### src/verilog/djk_pkg.sv
// ==========================================================
// shared constants
package djk_pkg;

  localparam int          DJK_ELEMS      = 2;   // element count
  localparam int          DJK_SYNC_BITS  = 5;   // pin bits per element
  localparam logic        DJK_STORE_RST  = 1'h0;
  localparam logic        DJK_PREV_RST   = 1'h0; // no false edge at release
  // synchroniser reset value: clock, set, reset, set_n, reset_n
  localparam logic [4:0]  DJK_SYNC_RST   = 5'h03;
  // bit positions of each pin inside the synchroniser word
  localparam int          DJK_BIT_CLK    = 4;
  localparam int          DJK_BIT_SET    = 3;
  localparam int          DJK_BIT_RST    = 2;
  localparam int          DJK_BIT_ASET   = 1;
  localparam int          DJK_BIT_ARST   = 0;
  // steering codes {set_steer, reset_steer}
  localparam logic [1:0]  DJK_JK_HOLD    = 2'h0;
  localparam logic [1:0]  DJK_JK_LOAD0   = 2'h1;
  localparam logic [1:0]  DJK_JK_LOAD1   = 2'h2;
  localparam logic [1:0]  DJK_JK_TOGGLE  = 2'h3;

endpackage

### src/verilog/djk_top.sv
`timescale 1ns/1ps
// ==========================================================
// dual falling-edge J-K storage with async set and reset
module djk_top #(
  parameter int ELEMS = djk_pkg::DJK_ELEMS
) (
  input  wire logic             clock,
  input  wire logic             rstn,
  input  wire logic [ELEMS-1:0] elem_clk,
  input  wire logic [ELEMS-1:0] steer_set,
  input  wire logic [ELEMS-1:0] steer_reset,
  input  wire logic [ELEMS-1:0] async_set_n,
  input  wire logic [ELEMS-1:0] async_reset_n,
  output logic      [ELEMS-1:0] q,
  output logic      [ELEMS-1:0] q_n
);
  import djk_pkg::*;

  typedef struct packed {
    logic [ELEMS-1:0] clk_prev;
    logic [ELEMS-1:0] stored;
    logic [ELEMS-1:0] q;
    logic [ELEMS-1:0] qn;
  } djk_top_state_t;

  djk_top_state_t st_ff;
  djk_top_state_t nxt_st;

  // synchronised pin copies
  logic [ELEMS-1:0] clk_s;
  logic [ELEMS-1:0] set_s;
  logic [ELEMS-1:0] rst_s;
  logic [ELEMS-1:0] aset_s;
  logic [ELEMS-1:0] arst_s;
  logic [ELEMS-1:0] fall;
  logic [ELEMS-1:0] inactive;

  // ==========================================================
  // input synchronisers, one per element
  genvar g;
  generate
    for (g = 0; g < ELEMS; g++)
    begin : g_sync
      logic [DJK_SYNC_BITS-1:0] pins;
      logic [DJK_SYNC_BITS-1:0] synced;

      assign pins = {elem_clk[g], steer_set[g], steer_reset[g],
                     async_set_n[g], async_reset_n[g]};

      djk_sync #(
        .WIDTH   (DJK_SYNC_BITS),
        .RST_VAL (DJK_SYNC_RST)
      ) u_sync (
        .clock    (clock),
        .rstn     (rstn),
        .pin_in   (pins),
        .sync_out (synced)
      );

      // each element owns its own pins
      assign clk_s[g]  = synced[DJK_BIT_CLK];
      assign set_s[g]  = synced[DJK_BIT_SET];
      assign rst_s[g]  = synced[DJK_BIT_RST];
      assign aset_s[g] = synced[DJK_BIT_ASET];
      assign arst_s[g] = synced[DJK_BIT_ARST];
    end
  endgenerate

  // falling edge of each element clock
  assign fall     = st_ff.clk_prev & ~clk_s;
  assign inactive = aset_s & arst_s;

  // ==========================================================
  // next-state logic for all elements
  always_comb
  begin
    nxt_st          = st_ff;
    nxt_st.clk_prev = clk_s;
    for (int i = 0; i < ELEMS; i++)
    begin
      if (!aset_s[i] && !arst_s[i])
      begin
        // both forced high, stored level left alone
        nxt_st.q[i]  = 1'h1;
        nxt_st.qn[i] = 1'h1;
      end
      else
      begin
        if (!aset_s[i])
        begin
          nxt_st.stored[i] = 1'h1;
        end
        else if (!arst_s[i])
        begin
          nxt_st.stored[i] = 1'h0;
        end
        else if (fall[i])
        begin
          // steering acts only on the falling edge
          case ({set_s[i], rst_s[i]})
            DJK_JK_HOLD:   nxt_st.stored[i] = st_ff.stored[i];
            DJK_JK_LOAD0:  nxt_st.stored[i] = 1'h0;
            DJK_JK_LOAD1:  nxt_st.stored[i] = 1'h1;
            default:       nxt_st.stored[i] = ~st_ff.stored[i];
          endcase
        end
        // complementary outputs follow the stored level
        nxt_st.q[i]  = nxt_st.stored[i];
        nxt_st.qn[i] = ~nxt_st.stored[i];
      end
    end
  end

  // state register, synchronous reset; reset clears stored level and q, sets q_n
  always_ff @(posedge clock)
  begin
    if (!rstn)
    begin
      st_ff.clk_prev <= {ELEMS{DJK_PREV_RST}};
      st_ff.stored   <= {ELEMS{DJK_STORE_RST}};
      st_ff.q        <= {ELEMS{DJK_STORE_RST}};
      st_ff.qn       <= {ELEMS{~DJK_STORE_RST}};
    end
    else
    begin
      st_ff <= nxt_st;
    end
  end

  assign q   = st_ff.q;
  assign q_n = st_ff.qn;

  generate
    for (g = 0; g < ELEMS; g++)
    begin : g_chk
      logic act;
      assign act = inactive[g];

    end
  endgenerate
endmodule

### src/verilog/djk_sync.sv
`timescale 1ns/1ps
// ==========================================================
// two-stage synchroniser for pin inputs
module djk_sync #(
  parameter int              WIDTH   = 1,
  parameter logic [WIDTH-1:0] RST_VAL = '0
) (
  input  wire logic             clock,
  input  wire logic             rstn,
  input  wire logic [WIDTH-1:0] pin_in,
  output logic      [WIDTH-1:0] sync_out
);
  import djk_pkg::*;

  typedef struct packed {
    logic [WIDTH-1:0] first;
    logic [WIDTH-1:0] second;
  } djk_sync_state_t;

  djk_sync_state_t st_ff;
  djk_sync_state_t nxt_st;

  // shift pins through two stages
  always_comb
  begin
    nxt_st        = st_ff;
    nxt_st.first  = pin_in;
    nxt_st.second = st_ff.first;
  end

  // state register, synchronous reset
  always_ff @(posedge clock)
  begin
    if (!rstn)
    begin
      st_ff <= {RST_VAL, RST_VAL};
    end
    else
    begin
      st_ff <= nxt_st;
    end
  end

  assign sync_out = st_ff.second;

endmodule

### config.mk
export PLATFORM = sky130hd
export DESIGN_NAME = djk_top
export DESIGN_NICKNAME = d
export VERILOG_FILES = /design/src/verilog/djk_pkg.sv /design/src/verilog/djk_top.sv /design/src/verilog/djk_sync.sv
export SDC_FILE = /design/constraint.sdc
export NUM_CORES = 1
export LEC_CHECK = 0
export ABC_AREA = 1
export BUFFER_PORTS_ARGS = -buffer_cell sky130_fd_sc_hd__buf_4
export CAP_MARGIN = 25
export CORE_MARGIN = 2
export CORE_UTILIZATION = 35
export CTS_CLUSTER_SIZE = 16
export DETAILED_ROUTE_END_ITERATION = 7
export GPL_TIMING_DRIVEN = 0
export SLEW_MARGIN = 20
export SYNTH_ARGS = -nofsm -noshare
export SYNTH_HDL_FRONTEND = slang
export SYNTH_SLANG_ARGS = --single-unit
### constraint.sdc
create_clock -name clock -period 1.1 [get_ports clock]
set_input_delay 0.22 -clock clock [delete_from_list [all_inputs] [get_ports clock]]
set_output_delay 0.22 -clock clock [all_outputs]
set_load 0.01 [all_outputs]
# Yosys cells after proc, flatten, opt, wreduce, memory -nomap -nowiden
# Index checks and enable logic that the tools add are counted.
# totals
input_bits	12
regBits	28
out_inout_bits	4
wordCells	43
# classes
mux	12
n_eq_ne	4
n_bitwise	7
n_reduce_logical	10
# op_table
operator	n
$mux 1	10
$pmux 1 s3	2
$not 1->1	5
$eq 2x1->1 const B	2
$eq 2x2->1 const B	2
$logic_not 1->1	4
$logic_not 2->1	2
$reduce_or 2->1	2
$and 2x2->2	1
$logic_and 1x1->1	2
$not 2->2	1

# Longest topological paths before layout
# Gate-level depths: netlist (run 1).
# depth
ltp_word	7
mapped_depth	7
mapped_depth_nobuf	7

# Cells and area by module
# From an unflattened synthesis (run 1), not the netlist that was laid out.
# hier_totals
hier_cells	109
hier_area_um2	934.6
# by_module_without_submodules
mod	cells_each	n_inst	area_per_inst_um2	seq_area_each_um2
djk_sync	31	2	286.5	200.2
djk_top	47	1	361.6	160.2

# Worst setup path after synthesis (run 1)
# OpenSTA, ideal clock, no wires.
# synth_timing
kind	register to register
from	register st_ff[6] (netlist bit)
to	register q[0] (netlist name)
setup_ns	0.110
required_ns	0.990
stages_incl_launch_ff	8
setup_slack_ns	0.315
n_path_buf	0
arrival_time_ns	0.675
synth_period_minus_slack_ns	0.785
cell_sequence	dfxtp_1 inv_1 nor2_1 nand2_1 nand3_2 nand2_2 nand2_2 inv_1
# synth_between
elab_chain_cells	6
# synth_lines
item	line	text
start: declaration	djk_top.sv:26	djk_top_state_t st_ff;
start signal: assignment	djk_top.sv:126	st_ff <= nxt_st;
$and 2x2->2	djk_top.sv:70	assign fall = st_ff.clk_prev & ~clk_s;
$mux 1	djk_top.sv:97	else if (fall[i])
$mux 1	djk_top.sv:93	else if (!arst_s[i])
$mux 1	djk_top.sv:89	if (!aset_s[i])
$mux 1 (2 in a row)	djk_top.sv:81	if (!aset_s[i] && !arst_s[i])
# Every way passes these cells. The select of a mux whose other input is x is not followed.
# A chain may end at the register's enable or synchronous reset.

# Worst setup path in the final report (run 1)
# layout_timing
from	register st_ff (netlist bit q_n[1])
to	output port q_n[1]
# layout_rtl
item	line	text
end: declaration	djk_top.sv:15	output logic [ELEMS-1:0] q_n
# No word-level cell between the ends.

==> results of run 1 <==
## metrics by stage
stage / hold slack (ns) / cell area [um2] / power, uW / utilization
finish: 0.0591 / 1100 / 1680 / 0.439
global route: 0.0377 / 1100 / 1770 / 0.439
CTS: 0.0475 / 1100 / 1710 / 0.439
detailed placement: 0.394 / 1080 / 1230 / 0.430
global placement: 0.389 / 1080 / 1220 / 0.430
floorplan: 0.318 / 933 / 1170 / -
## area by class of cell
| class | instances | area [um2] |
|---|---|---|
| Inverter | 25 | 93.8 |
| Sequential cell | 28 | 561 |
| Fill cell | 266 | 1400 |
| Multi-Input combinational cell | 46 | 230 |
| Tap cell | 30 | 37.5 |
| Clock buffer | 4 | 36.3 |
| Buffer | 2 | 18.8 |
| Timing Repair Buffer | 14 | 120 |
## cell usage in the layout, fill, tap and decap left out
cell type	instances
nand3_2	2
inv_2	1
buf_6	5
nor2_2	2
nand2_2	4
inv_1	24
nor2_1	4
dfxtp_1	28
buf_4	11
nand3_1	4
clkbuf_8	1
clkbuf_4	3
or2_1	10
nand2_1	20
## what timing repair did
action	CTS	global route
buffers inserted	0	0
gates resized for setup	4	0
hold buffers	0	0
setup endpoints to repair	4	0
## path summary, 6_finish.rpt
path | startpoint | slack [ns] | endpoint
worst max-delay path | q_n[1] | 0.09 | q_n[1]
worst max register to register | st_ff[4] | 0.24 | q[0]
worst min register to register | g_sync[0].u_sync.nxt_st[1] | 0.41 | g_sync[0].u_sync.sync_out[1]
worst min-delay path | steer_set[0] | 0.06 | g_sync[0].u_sync.nxt_st[3]
## registers in the layout (all words and copies together), names as in the netlist
name,count
st_ff,4
q_n,2
g_sync.u_sync.sync_out,10
g_sync.u_sync.nxt_st,10
q,2
## synthesized netlist by cell type
cell	instances	area [um2]
dfxtp_1	28	561
inv_1	24	90.1
nand2_1	20	75.1
or2_1	10	62.6
buf_4	5	37.5
nand2_2	4	25.0
nand3_1	4	20.0
nor2_1	4	15.0
nand3_2	2	20.0
nor2_2	2	12.5
buf_6	1	11.3
inv_2	1	3.75
## where the power goes
group          switching [uW]  internal (uW)
sequential               18.2           1060
clock                     283            203
combinational            50.8           66.3
## kinds of logic (layout without fill, tap and decap cells)
logic type | after synthesis | count (layout) | share of synthesized area
and+or+nand+nor | 46 | 46 | 0.247
buffers and inverters | 31 | 45 | 0.153
DFF | 28 | 28 | 0.601
## routing by layer
| layer | vias up | wire length [um] |
|---|---|---|
| li1 | 318 | - |
| met1 | 267 | 493 |
| met2 | 13 | 574 |
| met3 | 4 | 73 |
| met4 | 0 | 21 |
| met5 | - | 0 |
==> impl_metrics.prom, run 1 <==
# TYPE chip_impl_metric gauge
chip_impl_metric{name="timing_hold_violations_final",unit=""} 0
chip_impl_info{name="criticalPathCategory",value="reg2out"} 1
chip_impl_info{name="status",value="complete, no violations"} 1
chip_impl_metric{name="finalWirelength",unit="um"} 1160
chip_impl_metric{name="first_global_vias",unit=""} 524
chip_impl_metric{name="critical_path_peak_fanout",unit=""} 1
chip_impl_metric{name="layout_worst_path_cycle_share",unit=""} 0.915
chip_impl_metric{name="cts.htree.levels",unit=""} 1
chip_impl_metric{name="drt_iter0_drc",unit=""} 12
chip_impl_metric{name="global_route.usage.total",unit=""} 0.0880
chip_impl_metric{name="grt.overflow.total",unit=""} 0
chip_impl_metric{name="syn_inst",unit=""} 105
chip_impl_metric{name="finish.net_count",unit=""} 132
chip_impl_metric{name="clk_pin_slew",unit="ns"} 0.14
chip_impl_metric{name="floorplan.die.height",unit="um"} 55.6
chip_impl_metric{name="gr-usage-met2",unit=""} 0.151
chip_impl_metric{name="n_antenna_cell",unit=""} 0
chip_impl_metric{name="vias",unit=""} 602
chip_impl_info{name="worst_setup_path_start_kind",value="flip-flop"} 1
chip_impl_metric{name="final_layout_size_suffix_gt1_frac",unit=""} 0.244
chip_impl_metric{name="drt_pre_antenna_iters",unit=""} 2
chip_impl_metric{name="worst_slack",unit="ns"} 0.0939
chip_impl_metric{name="synth.yosys.seq_area_share",unit=""} 0.601
chip_impl_metric{name="power.density",unit="nW/um2"} 1530
chip_impl_metric{name="gpl.final_weighted_congestion",unit=""} 0.632
chip_impl_info{name="timing.critical_path.slowest_stage_cell",value="dfxtp_1"} 1
chip_impl_metric{name="finalNonFillerCells",unit=""} 149
chip_impl_metric{name="yosys_warnings",unit=""} 0
chip_impl_info{name="cts_tree",value="built"} 1
chip_impl_metric{name="vdd_ir_drop_max",unit="V"} 0.00109
chip_impl_metric{name="fin_worst_skew",unit="ns"} 0.00990
chip_impl_metric{name="setup_viol",unit=""} 0
chip_impl_metric{name="design.portCount",unit=""} 16
chip_impl_info{name="hp-class",value="in2reg"} 1
chip_impl_metric{name="number_of_antenna_violations_at_the_first_check_in_global_routing",unit=""} 0
chip_impl_metric{name="die_x",unit="um"} 55.6
chip_impl_metric{name="worst-endpoint-required",unit="ns"} 0.88
chip_impl_metric{name="grtUsageMet3",unit=""} 0.0488
chip_impl_metric{name="timing_max_transition_violations_final",unit=""} 0
chip_impl_metric{name="netlist_area",unit="um2"} 933
chip_impl_metric{name="arrival",unit="ns"} 0.79
chip_impl_metric{name="floorplan.initialDensity",unit=""} 0.373
chip_impl_metric{name="maxSlewHeadroom",unit=""} 0.905
chip_impl_metric{name="synth_fp_nets",unit=""} 117
chip_impl_metric{name="numPlacedInstances",unit=""} 149
chip_impl_metric{name="layout_min_cycle_time",unit="ns"} 1.01
chip_impl_info{name="path_cells",value="buf_6"} 1
chip_impl_metric{name="max_freq",unit="MHz"} 994
chip_impl_metric{name="critical_path_depth",unit=""} 1
chip_impl_metric{name="numCtsBuffers",unit=""} 3
chip_impl_metric{name="slowest_delay",unit="ns"} 0.36
chip_impl_info{name="setup.worst_path.end_class",value="output port"} 1
chip_impl_metric{name="clock_tree_buffer_depth",unit=""} 2
chip_impl_metric{name="holdPathStages",unit=""} 3
chip_impl_info{name="critical-path-top-delay-family",value="flip-flops"} 1
chip_impl_metric{name="fp-row-count",unit=""} 18
chip_impl_metric{name="leakagePower",unit="uW"} 0.000599
chip_impl_metric{name="port-buffer-count",unit=""} 14
chip_impl_metric{name="synth-seq-cells",unit=""} 28
chip_impl_metric{name="tritoncts_num_sinks",unit=""} 28
chip_impl_metric{name="detailedPlacementHpwl",unit="um"} 866
chip_impl_metric{name="dieArea",unit="um2"} 3100
chip_impl_metric{name="cp.buffers_inverters",unit=""} 1
chip_impl_metric{name="synthDistinctLibCells",unit=""} 12
chip_impl_metric{name="via_per_inst",unit=""} 4.04
chip_impl_metric{name="grt_start_max_net_pins",unit=""} 16
chip_impl_metric{name="detail_route.wl_per_cell",unit="um"} 7.80
chip_impl_info{name="grt.busiest_layer",value="met2"} 1
chip_impl_metric{name="worstSkewPairLatency",unit="ns"} 0.33
chip_impl_metric{name="reg2regPathDepth",unit=""} 7
chip_impl_metric{name="core-area",unit="um2"} 2500
chip_impl_metric{name="syn_to_final_growth",unit="%"} 17.6
chip_impl_info{name="grt_setup_unrepaired",value="no"} 1
chip_impl_metric{name="cap_violations",unit=""} 0
chip_impl_metric{name="finalSetupTns",unit="ns"} 0
chip_impl_info{name="root_buffer",value="clkbuf_4"} 1
chip_impl_metric{name="average_cell_area_after_synthesis",unit="um2"} 8.89
chip_impl_metric{name="drcViolationCount",unit=""} 0
chip_impl_metric{name="route.antenna.remaining_nets",unit=""} 0
chip_impl_metric{name="worst_pin_slew",unit="ns"} 0.143
chip_impl_metric{name="met1_usage",unit=""} 0.0847
chip_impl_metric{name="first_pass_grt_wire_length",unit="um"} 2040
chip_impl_metric{name="pre_cts_slack",unit="ns"} 0.242
(Power assumes the default switching activity.)
==> inputs of run 2 (changes only) <==
==> constraint.sdc (replaced) <==
create_clock -name clock -period 1.25 [get_ports clock]
set_input_delay 0.25 -clock clock [delete_from_list [all_inputs] [get_ports clock]]
set_output_delay 0.25 -clock clock [all_outputs]
set_load 0.01 [all_outputs]
==> run 2 against run 1 <==
Effect of this change:
- power shrank 12%
- sequential share of layout area shrank 0.69 points
- die area is the same
- first-iteration DRC count is the same
- clock power shrank 12%
- sequential cell count is the same
==> impl_metrics.prom, run 2 (synthesis results as in run 1) <==
# TYPE chip_impl_metric gauge
chip_impl_info{name="status",value="complete, no violations"} 1
chip_impl_metric{name="power.density",unit="nW/um2"} 1340
chip_impl_metric{name="timing_max_transition_violations_final",unit=""} 0
chip_impl_metric{name="grt_start_max_net_pins",unit=""} 16
chip_impl_metric{name="cts.repair_timing.setup_buffer_count",unit=""} 0
chip_impl_metric{name="slowest_delay",unit="ns"} 0.33
chip_impl_metric{name="n_fill_cell",unit=""} 268
chip_impl_metric{name="fp-row-count",unit=""} 18
chip_impl_metric{name="worst_pin_slew",unit="ns"} 0.143
chip_impl_info{name="min_from",value="steer_set[0]"} 1
chip_impl_info{name="root_buffer",value="clkbuf_4"} 1
chip_impl_metric{name="post_cts_resized",unit=""} 0
chip_impl_metric{name="core-area",unit="um2"} 2500
chip_impl_metric{name="postCtsHoldBufs",unit=""} 0
chip_impl_metric{name="global_route.usage.total",unit=""} 0.0894
chip_impl_info{name="worst_setup_path_start_kind",value="flip-flop"} 1
chip_impl_metric{name="fin_worst_skew",unit="ns"} 0.00993
chip_impl_metric{name="detail_route.wl_per_cell",unit="um"} 7.68
chip_impl_metric{name="design.portCount",unit=""} 16
chip_impl_metric{name="maxSlewHeadroom",unit=""} 0.905
chip_impl_info{name="grt_setup_unrepaired",value="no"} 1
chip_impl_metric{name="timing_hold_violations_final",unit=""} 0
chip_impl_info{name="hp-class",value="in2reg"} 1
chip_impl_metric{name="via_per_inst",unit=""} 4.01
chip_impl_info{name="timing.critical_path.slowest_stage_cell",value="dfxtp_1"} 1
chip_impl_metric{name="max_freq",unit="MHz"} 870
chip_impl_metric{name="clk_pin_slew",unit="ns"} 0.14
chip_impl_metric{name="finalSetupTns",unit="ns"} 0
chip_impl_metric{name="cap_violations",unit=""} 0
chip_impl_metric{name="tritoncts_num_sinks",unit=""} 28
chip_impl_info{name="path_cells",value="buf_4 > buf_4"} 1
chip_impl_metric{name="number_of_antenna_violations_at_the_first_check_in_global_routing",unit=""} 0
chip_impl_metric{name="n_antenna_cell",unit=""} 0
chip_impl_metric{name="first_pass_grt_wire_length",unit="um"} 2070
chip_impl_metric{name="die_x",unit="um"} 55.6
chip_impl_metric{name="drcViolationCount",unit=""} 0
chip_impl_metric{name="route.antenna.remaining_nets",unit=""} 0
chip_impl_info{name="critical-path-top-delay-family",value="flip-flops"} 1
chip_impl_metric{name="cp.buffers_inverters",unit=""} 2
chip_impl_info{name="crit_path_frequent_cell",value="buf_4"} 1
chip_impl_metric{name="arrival",unit="ns"} 0.90
chip_impl_metric{name="detailedPlacementHpwl",unit="um"} 866
chip_impl_metric{name="post-route-util",unit=""} 0.445
chip_impl_metric{name="critical_path_peak_fanout",unit=""} 1
chip_impl_info{name="cts_tree",value="built"} 1
chip_impl_metric{name="holdPathStages",unit=""} 3
chip_impl_metric{name="dieArea",unit="um2"} 3100
chip_impl_metric{name="vdd_ir_drop_max",unit="V"} 0.000960
chip_impl_metric{name="worstSkewPairLatency",unit="ns"} 0.33
chip_impl_metric{name="worst-endpoint-required",unit="ns"} 1.00
chip_impl_metric{name="layout_min_cycle_time",unit="ns"} 1.15
chip_impl_metric{name="setup_viol",unit=""} 0
chip_impl_metric{name="floorplan.initialDensity",unit=""} 0.373
chip_impl_metric{name="total_power",unit="uW"} 1490
chip_impl_info{name="setup.worst_path.end_class",value="output port"} 1
chip_impl_metric{name="grt.overflow.total",unit=""} 0
chip_impl_info{name="leading_cell_type_in_the_layout_fill_and_taps_excluded",value="dfxtp_1"} 1
chip_impl_info{name="crit-reg2reg-capture",value="q[0]"} 1
chip_impl_metric{name="leakagePower",unit="uW"} 0.000614
chip_impl_metric{name="reg2regPathDepth",unit=""} 7
chip_impl_info{name="most-common-layout-cells",value="28 x dfxtp_1, 24 x inv_1, 20 x nand2_1, 19 x buf_4, 10 x or2_1"} 1
chip_impl_metric{name="gpl.final_weighted_congestion",unit=""} 0.632
chip_impl_info{name="min_delay_worst_endpoint",value="g_sync[0].u_sync.nxt_st[3]"} 1
chip_impl_metric{name="r2r_slack",unit="ns"} 0.39
chip_impl_metric{name="vias",unit=""} 613
chip_impl_info{name="rr_startpoint",value="st_ff[4]"} 1
chip_impl_metric{name="finish.net_count",unit=""} 136
chip_impl_metric{name="cts.htree.levels",unit=""} 1
chip_impl_metric{name="clock_tree_buffer_depth",unit=""} 2
chip_impl_metric{name="port-buffer-count",unit=""} 14
chip_impl_metric{name="numCtsBuffers",unit=""} 3
chip_impl_metric{name="drt_pre_antenna_iters",unit=""} 2
chip_impl_metric{name="first_global_vias",unit=""} 530
chip_impl_metric{name="layout_worst_path_cycle_share",unit=""} 0.920
chip_impl_metric{name="syn_to_final_growth",unit="%"} 19.2
chip_impl_metric{name="floorplan.die.height",unit="um"} 55.6
chip_impl_metric{name="finalWirelength",unit="um"} 1180
chip_impl_metric{name="drt_iter0_drc",unit=""} 12
chip_impl_info{name="criticalPathCategory",value="reg2out"} 1
chip_impl_metric{name="placed_inst_area",unit="um2"} 1080
chip_impl_metric{name="final_design_area_no_fill",unit="um2"} 1110
chip_impl_metric{name="final_layout_size_suffix_gt1_frac",unit=""} 0.268
run 2: cell types whose count changed in the layout (fill, tap and decap cells not counted), sizes merged:
cell / change
buf: +4
run 2: final cells by class:
cell class,count,area [um2],share of cell area
Tap cell,30,37.5,0.0337
Timing Repair Buffer,14,105,0.0945
Buffer,6,48.8,0.0439
Multi-Input combinational cell,46,230,0.207
Clock buffer,4,36.3,0.0326
Sequential cell,28,561,0.504
Inverter,25,93.8,0.0844
run 2: tightest hold or removal path: cells and delay by family:
kind / cells / cell delay (ns)
buffers and inverters: 2 / 0.11
AND/OR/NAND/NOR: 1 / 0.04
run 2: per-stage QoR:
step,cells,setup slack [ns],hold WS [ns]
6_report,153,0.100,0.0891
4_1_cts,153,0.0802,0.0775
2_1_floorplan,105,0.465,0.348
3_5_place_dp,149,0.392,0.394
3_3_place_gp,149,0.419,0.389
5_1_grt,153,0.0327,0.0677
run 2: per-layer routing:
metal	wire length, um	vias to the layer above	track usage
met2	580	13	0.155
met4	21	0	0.0418
met5	0	-	0
met1	495	270	0.0861
li1	-	326	-
met3	77	4	0.0488
run 2: power by group:
part	leakage [uW]	internal, uW	switching (uW)
Sequential	0.000231	935	14.5
Clock	0.0000210	178	249
Combinational	0.000361	62.1	46.6
Total	0.000614	1180	310
run 2: how the worst max path moves through the flow:
stage | start | end | slack (ns) | cells past startpoint
after floorplan | st_ff[6] | q[0] | 0.46 | 7
after global placement | st_ff[4] | q[0] | 0.42 | 7
after detailed placement | st_ff[7] | st_ff[5] | 0.39 | 7
after CTS | q_n[0] | q_n[0] | 0.08 | 2
after global routing | q_n[0] | q_n[0] | 0.03 | 2
final | q_n[0] | q_n[0] | 0.10 | 2
==> inputs of run 3 (changes only) <==
--- a/config.mk
+++ b/config.mk
@@ -8,6 +8,7 @@
 export ABC_AREA = 1
 export BUFFER_PORTS_ARGS = -buffer_cell sky130_fd_sc_hd__buf_4
 export CAP_MARGIN = 25
+export CORE_ASPECT_RATIO = 1.5
 export CORE_MARGIN = 2
 export CORE_UTILIZATION = 35
 export CTS_CLUSTER_SIZE = 16
==> run 3 against run 2 <==
Effect of this change:
- critical path depth stayed put
- non-clock buffer count stayed put
- die area is 0.28% higher
- register-to-register slack hardly changed
- via count down 0.65%
==> impl_metrics.prom, run 3 (synthesis results as in run 1) <==
# TYPE chip_impl_metric gauge
chip_impl_metric{name="finalSetupTns",unit="ns"} 0
chip_impl_metric{name="drt_pre_antenna_iters",unit=""} 2
chip_impl_metric{name="grt_start_max_net_pins",unit=""} 16
chip_impl_metric{name="cts.repair_timing.setup_buffer_count",unit=""} 0
chip_impl_metric{name="numCtsBuffers",unit=""} 3
chip_impl_info{name="status",value="complete, no violations"} 1
chip_impl_metric{name="arrival",unit="ns"} 0.88
chip_impl_info{name="min_from",value="async_reset_n[1]"} 1
chip_impl_metric{name="timing_max_transition_violations_final",unit=""} 0
chip_impl_metric{name="gpl.final_weighted_congestion",unit=""} 0.655
chip_impl_metric{name="layout_worst_path_cycle_share",unit=""} 0.905
chip_impl_metric{name="fin_worst_skew",unit="ns"} 0.000847
chip_impl_metric{name="max_freq",unit="MHz"} 884
chip_impl_metric{name="design.portCount",unit=""} 16
chip_impl_info{name="grt_setup_unrepaired",value="no"} 1
chip_impl_info{name="worst_setup_path_start_kind",value="flip-flop"} 1
chip_impl_metric{name="r2r_slack",unit="ns"} 0.40
chip_impl_info{name="most-common-layout-cells",value="28 x dfxtp_1, 24 x inv_1, 20 x nand2_1, 19 x buf_4, 10 x or2_1"} 1
chip_impl_metric{name="final_layout_size_suffix_gt1_frac",unit=""} 0.268
chip_impl_info{name="setup.worst_path.end_class",value="output port"} 1
chip_impl_metric{name="fp-row-count",unit=""} 22
chip_impl_metric{name="cts.htree.levels",unit=""} 1
chip_impl_metric{name="layout_min_cycle_time",unit="ns"} 1.13
chip_impl_metric{name="via_per_inst",unit=""} 3.83
chip_impl_metric{name="leakagePower",unit="uW"} 0.000614
chip_impl_metric{name="global_route.usage.total",unit=""} 0.0925
chip_impl_info{name="criticalPathCategory",value="reg2out"} 1
chip_impl_metric{name="clk_pin_slew",unit="ns"} 0.13
chip_impl_metric{name="floorplan.die.height",unit="um"} 67.3
chip_impl_metric{name="reg2regPathDepth",unit=""} 7
chip_impl_metric{name="number_of_antenna_violations_at_the_first_check_in_global_routing",unit=""} 0
chip_impl_metric{name="critical_path_peak_fanout",unit=""} 1
chip_impl_metric{name="core-area",unit="um2"} 2500
chip_impl_metric{name="floorplan.initialDensity",unit=""} 0.373
chip_impl_metric{name="cap_violations",unit=""} 0
chip_impl_info{name="min_delay_worst_endpoint",value="g_sync[1].u_sync.nxt_st[0]"} 1
chip_impl_info{name="leading_cell_type_in_the_layout_fill_and_taps_excluded",value="dfxtp_1"} 1
chip_impl_metric{name="n_fill_cell",unit=""} 259
chip_impl_metric{name="post_cts_resized",unit=""} 0
chip_impl_metric{name="n_antenna_cell",unit=""} 0
chip_impl_metric{name="detailedPlacementHpwl",unit="um"} 899
chip_impl_metric{name="clock_tree_buffer_depth",unit=""} 2
chip_impl_metric{name="detail_route.wl_per_cell",unit="um"} 7.00
chip_impl_metric{name="finish.net_count",unit=""} 136
chip_impl_metric{name="grt.overflow.total",unit=""} 0
chip_impl_metric{name="route.antenna.remaining_nets",unit=""} 0
chip_impl_metric{name="power.density",unit="nW/um2"} 1310
chip_impl_metric{name="dieArea",unit="um2"} 3100
chip_impl_metric{name="postCtsHoldBufs",unit=""} 0
chip_impl_info{name="crit-reg2reg-capture",value="st_ff[5]"} 1
chip_impl_metric{name="syn_to_final_growth",unit="%"} 20.0
chip_impl_metric{name="worst_hold_slack",unit="ns"} 0.104
chip_impl_metric{name="maxSlewHeadroom",unit=""} 0.911
chip_impl_metric{name="worst-endpoint-required",unit="ns"} 1.00
chip_impl_metric{name="drcViolationCount",unit=""} 0
chip_impl_metric{name="worstSkewPairLatency",unit="ns"} 0.31
chip_impl_metric{name="finalWirelength",unit="um"} 1110
chip_impl_metric{name="timing_hold_violations_final",unit=""} 0
chip_impl_metric{name="worst_pin_slew",unit="ns"} 0.133
chip_impl_metric{name="drt_iter0_drc",unit=""} 10
chip_impl_metric{name="first_pass_grt_wire_length",unit="um"} 2000
chip_impl_metric{name="vdd_ir_drop_max",unit="V"} 0.000963
chip_impl_info{name="hp-class",value="in2reg"} 1
chip_impl_info{name="rr_startpoint",value="st_ff[5]"} 1
chip_impl_metric{name="tritoncts_num_sinks",unit=""} 28
chip_impl_metric{name="setup_viol",unit=""} 0
chip_impl_info{name="root_buffer",value="clkbuf_4"} 1
chip_impl_metric{name="port-buffer-count",unit=""} 14
chip_impl_metric{name="holdPathStages",unit=""} 2
chip_impl_metric{name="die_x",unit="um"} 46.2
chip_impl_metric{name="vias",unit=""} 609
chip_impl_metric{name="first_global_vias",unit=""} 531
chip_impl_info{name="cts_tree",value="built"} 1
[run 3: cell counts in the layout (fill, tap and decap cells not counted)]
No cell type changed its count.
[run 3: power by group]
group	switching (uW)	leakage [uW]	internal (uW)	total, uW
clock network	236	0.0000210	178	414
registers	14.2	0.000231	935	949
logic	46.6	0.000361	62.1	109
total	297	0.000614	1170	1470
[run 3: layout make-up]
class                   count  area (um2)  area share
flip-flops and latches     28         561       0.501
multi-input cells          46         230       0.206
repair buffers             14         105      0.0939
inverters                  25        93.8      0.0838
plain buffers               6        48.8      0.0436
well taps                  36        45.0      0.0402
clock buffers               4        36.3      0.0324
[run 3: worst max path at each step]
stage	start	end	slack, ns	depth (start not counted)
6_report	q[0]	q[0]	0.12	2
5_1_grt	q_n[1]	q_n[1]	0.07	2
4_1_cts	q[0]	q[0]	0.1	2
3_5_place_dp	st_ff[6]	st_ff[4]	0.40	7
3_3_place_gp	st_ff[6]	q[0]	0.43	7
2_1_floorplan	st_ff[6]	q[0]	0.46	7
[run 3: worst max-delay path, stage by stage, from the launching register on]
cell	delay [ns]
dfxtp_1	0.32
buf_4	0.12
buf_4	0.13
[run 3: routing by layer]
metal / wire [um] / vias up / GRT usage
met2: 586 / 13 / 0.168
met4: 44 / 0 / 0.0750
li1: - / 327 / -
met3: 46 / 4 / 0.0160
met5: 0 / - / 0
met1: 436 / 265 / 0.0832
[run 3: metrics by stage]
stage	std cells	area, um2	util	total power, uW	setup slack (ns)
after global routing	159	1120	0.447	1550	0.0749
after CTS	159	1120	0.447	1500	0.0987
final	159	1120	0.447	1470	0.119
after global placement	155	1080	0.433	1070	0.427
after detailed placement	155	1080	0.433	1080	0.404
after floorplan	105	933	-	1030	0.465
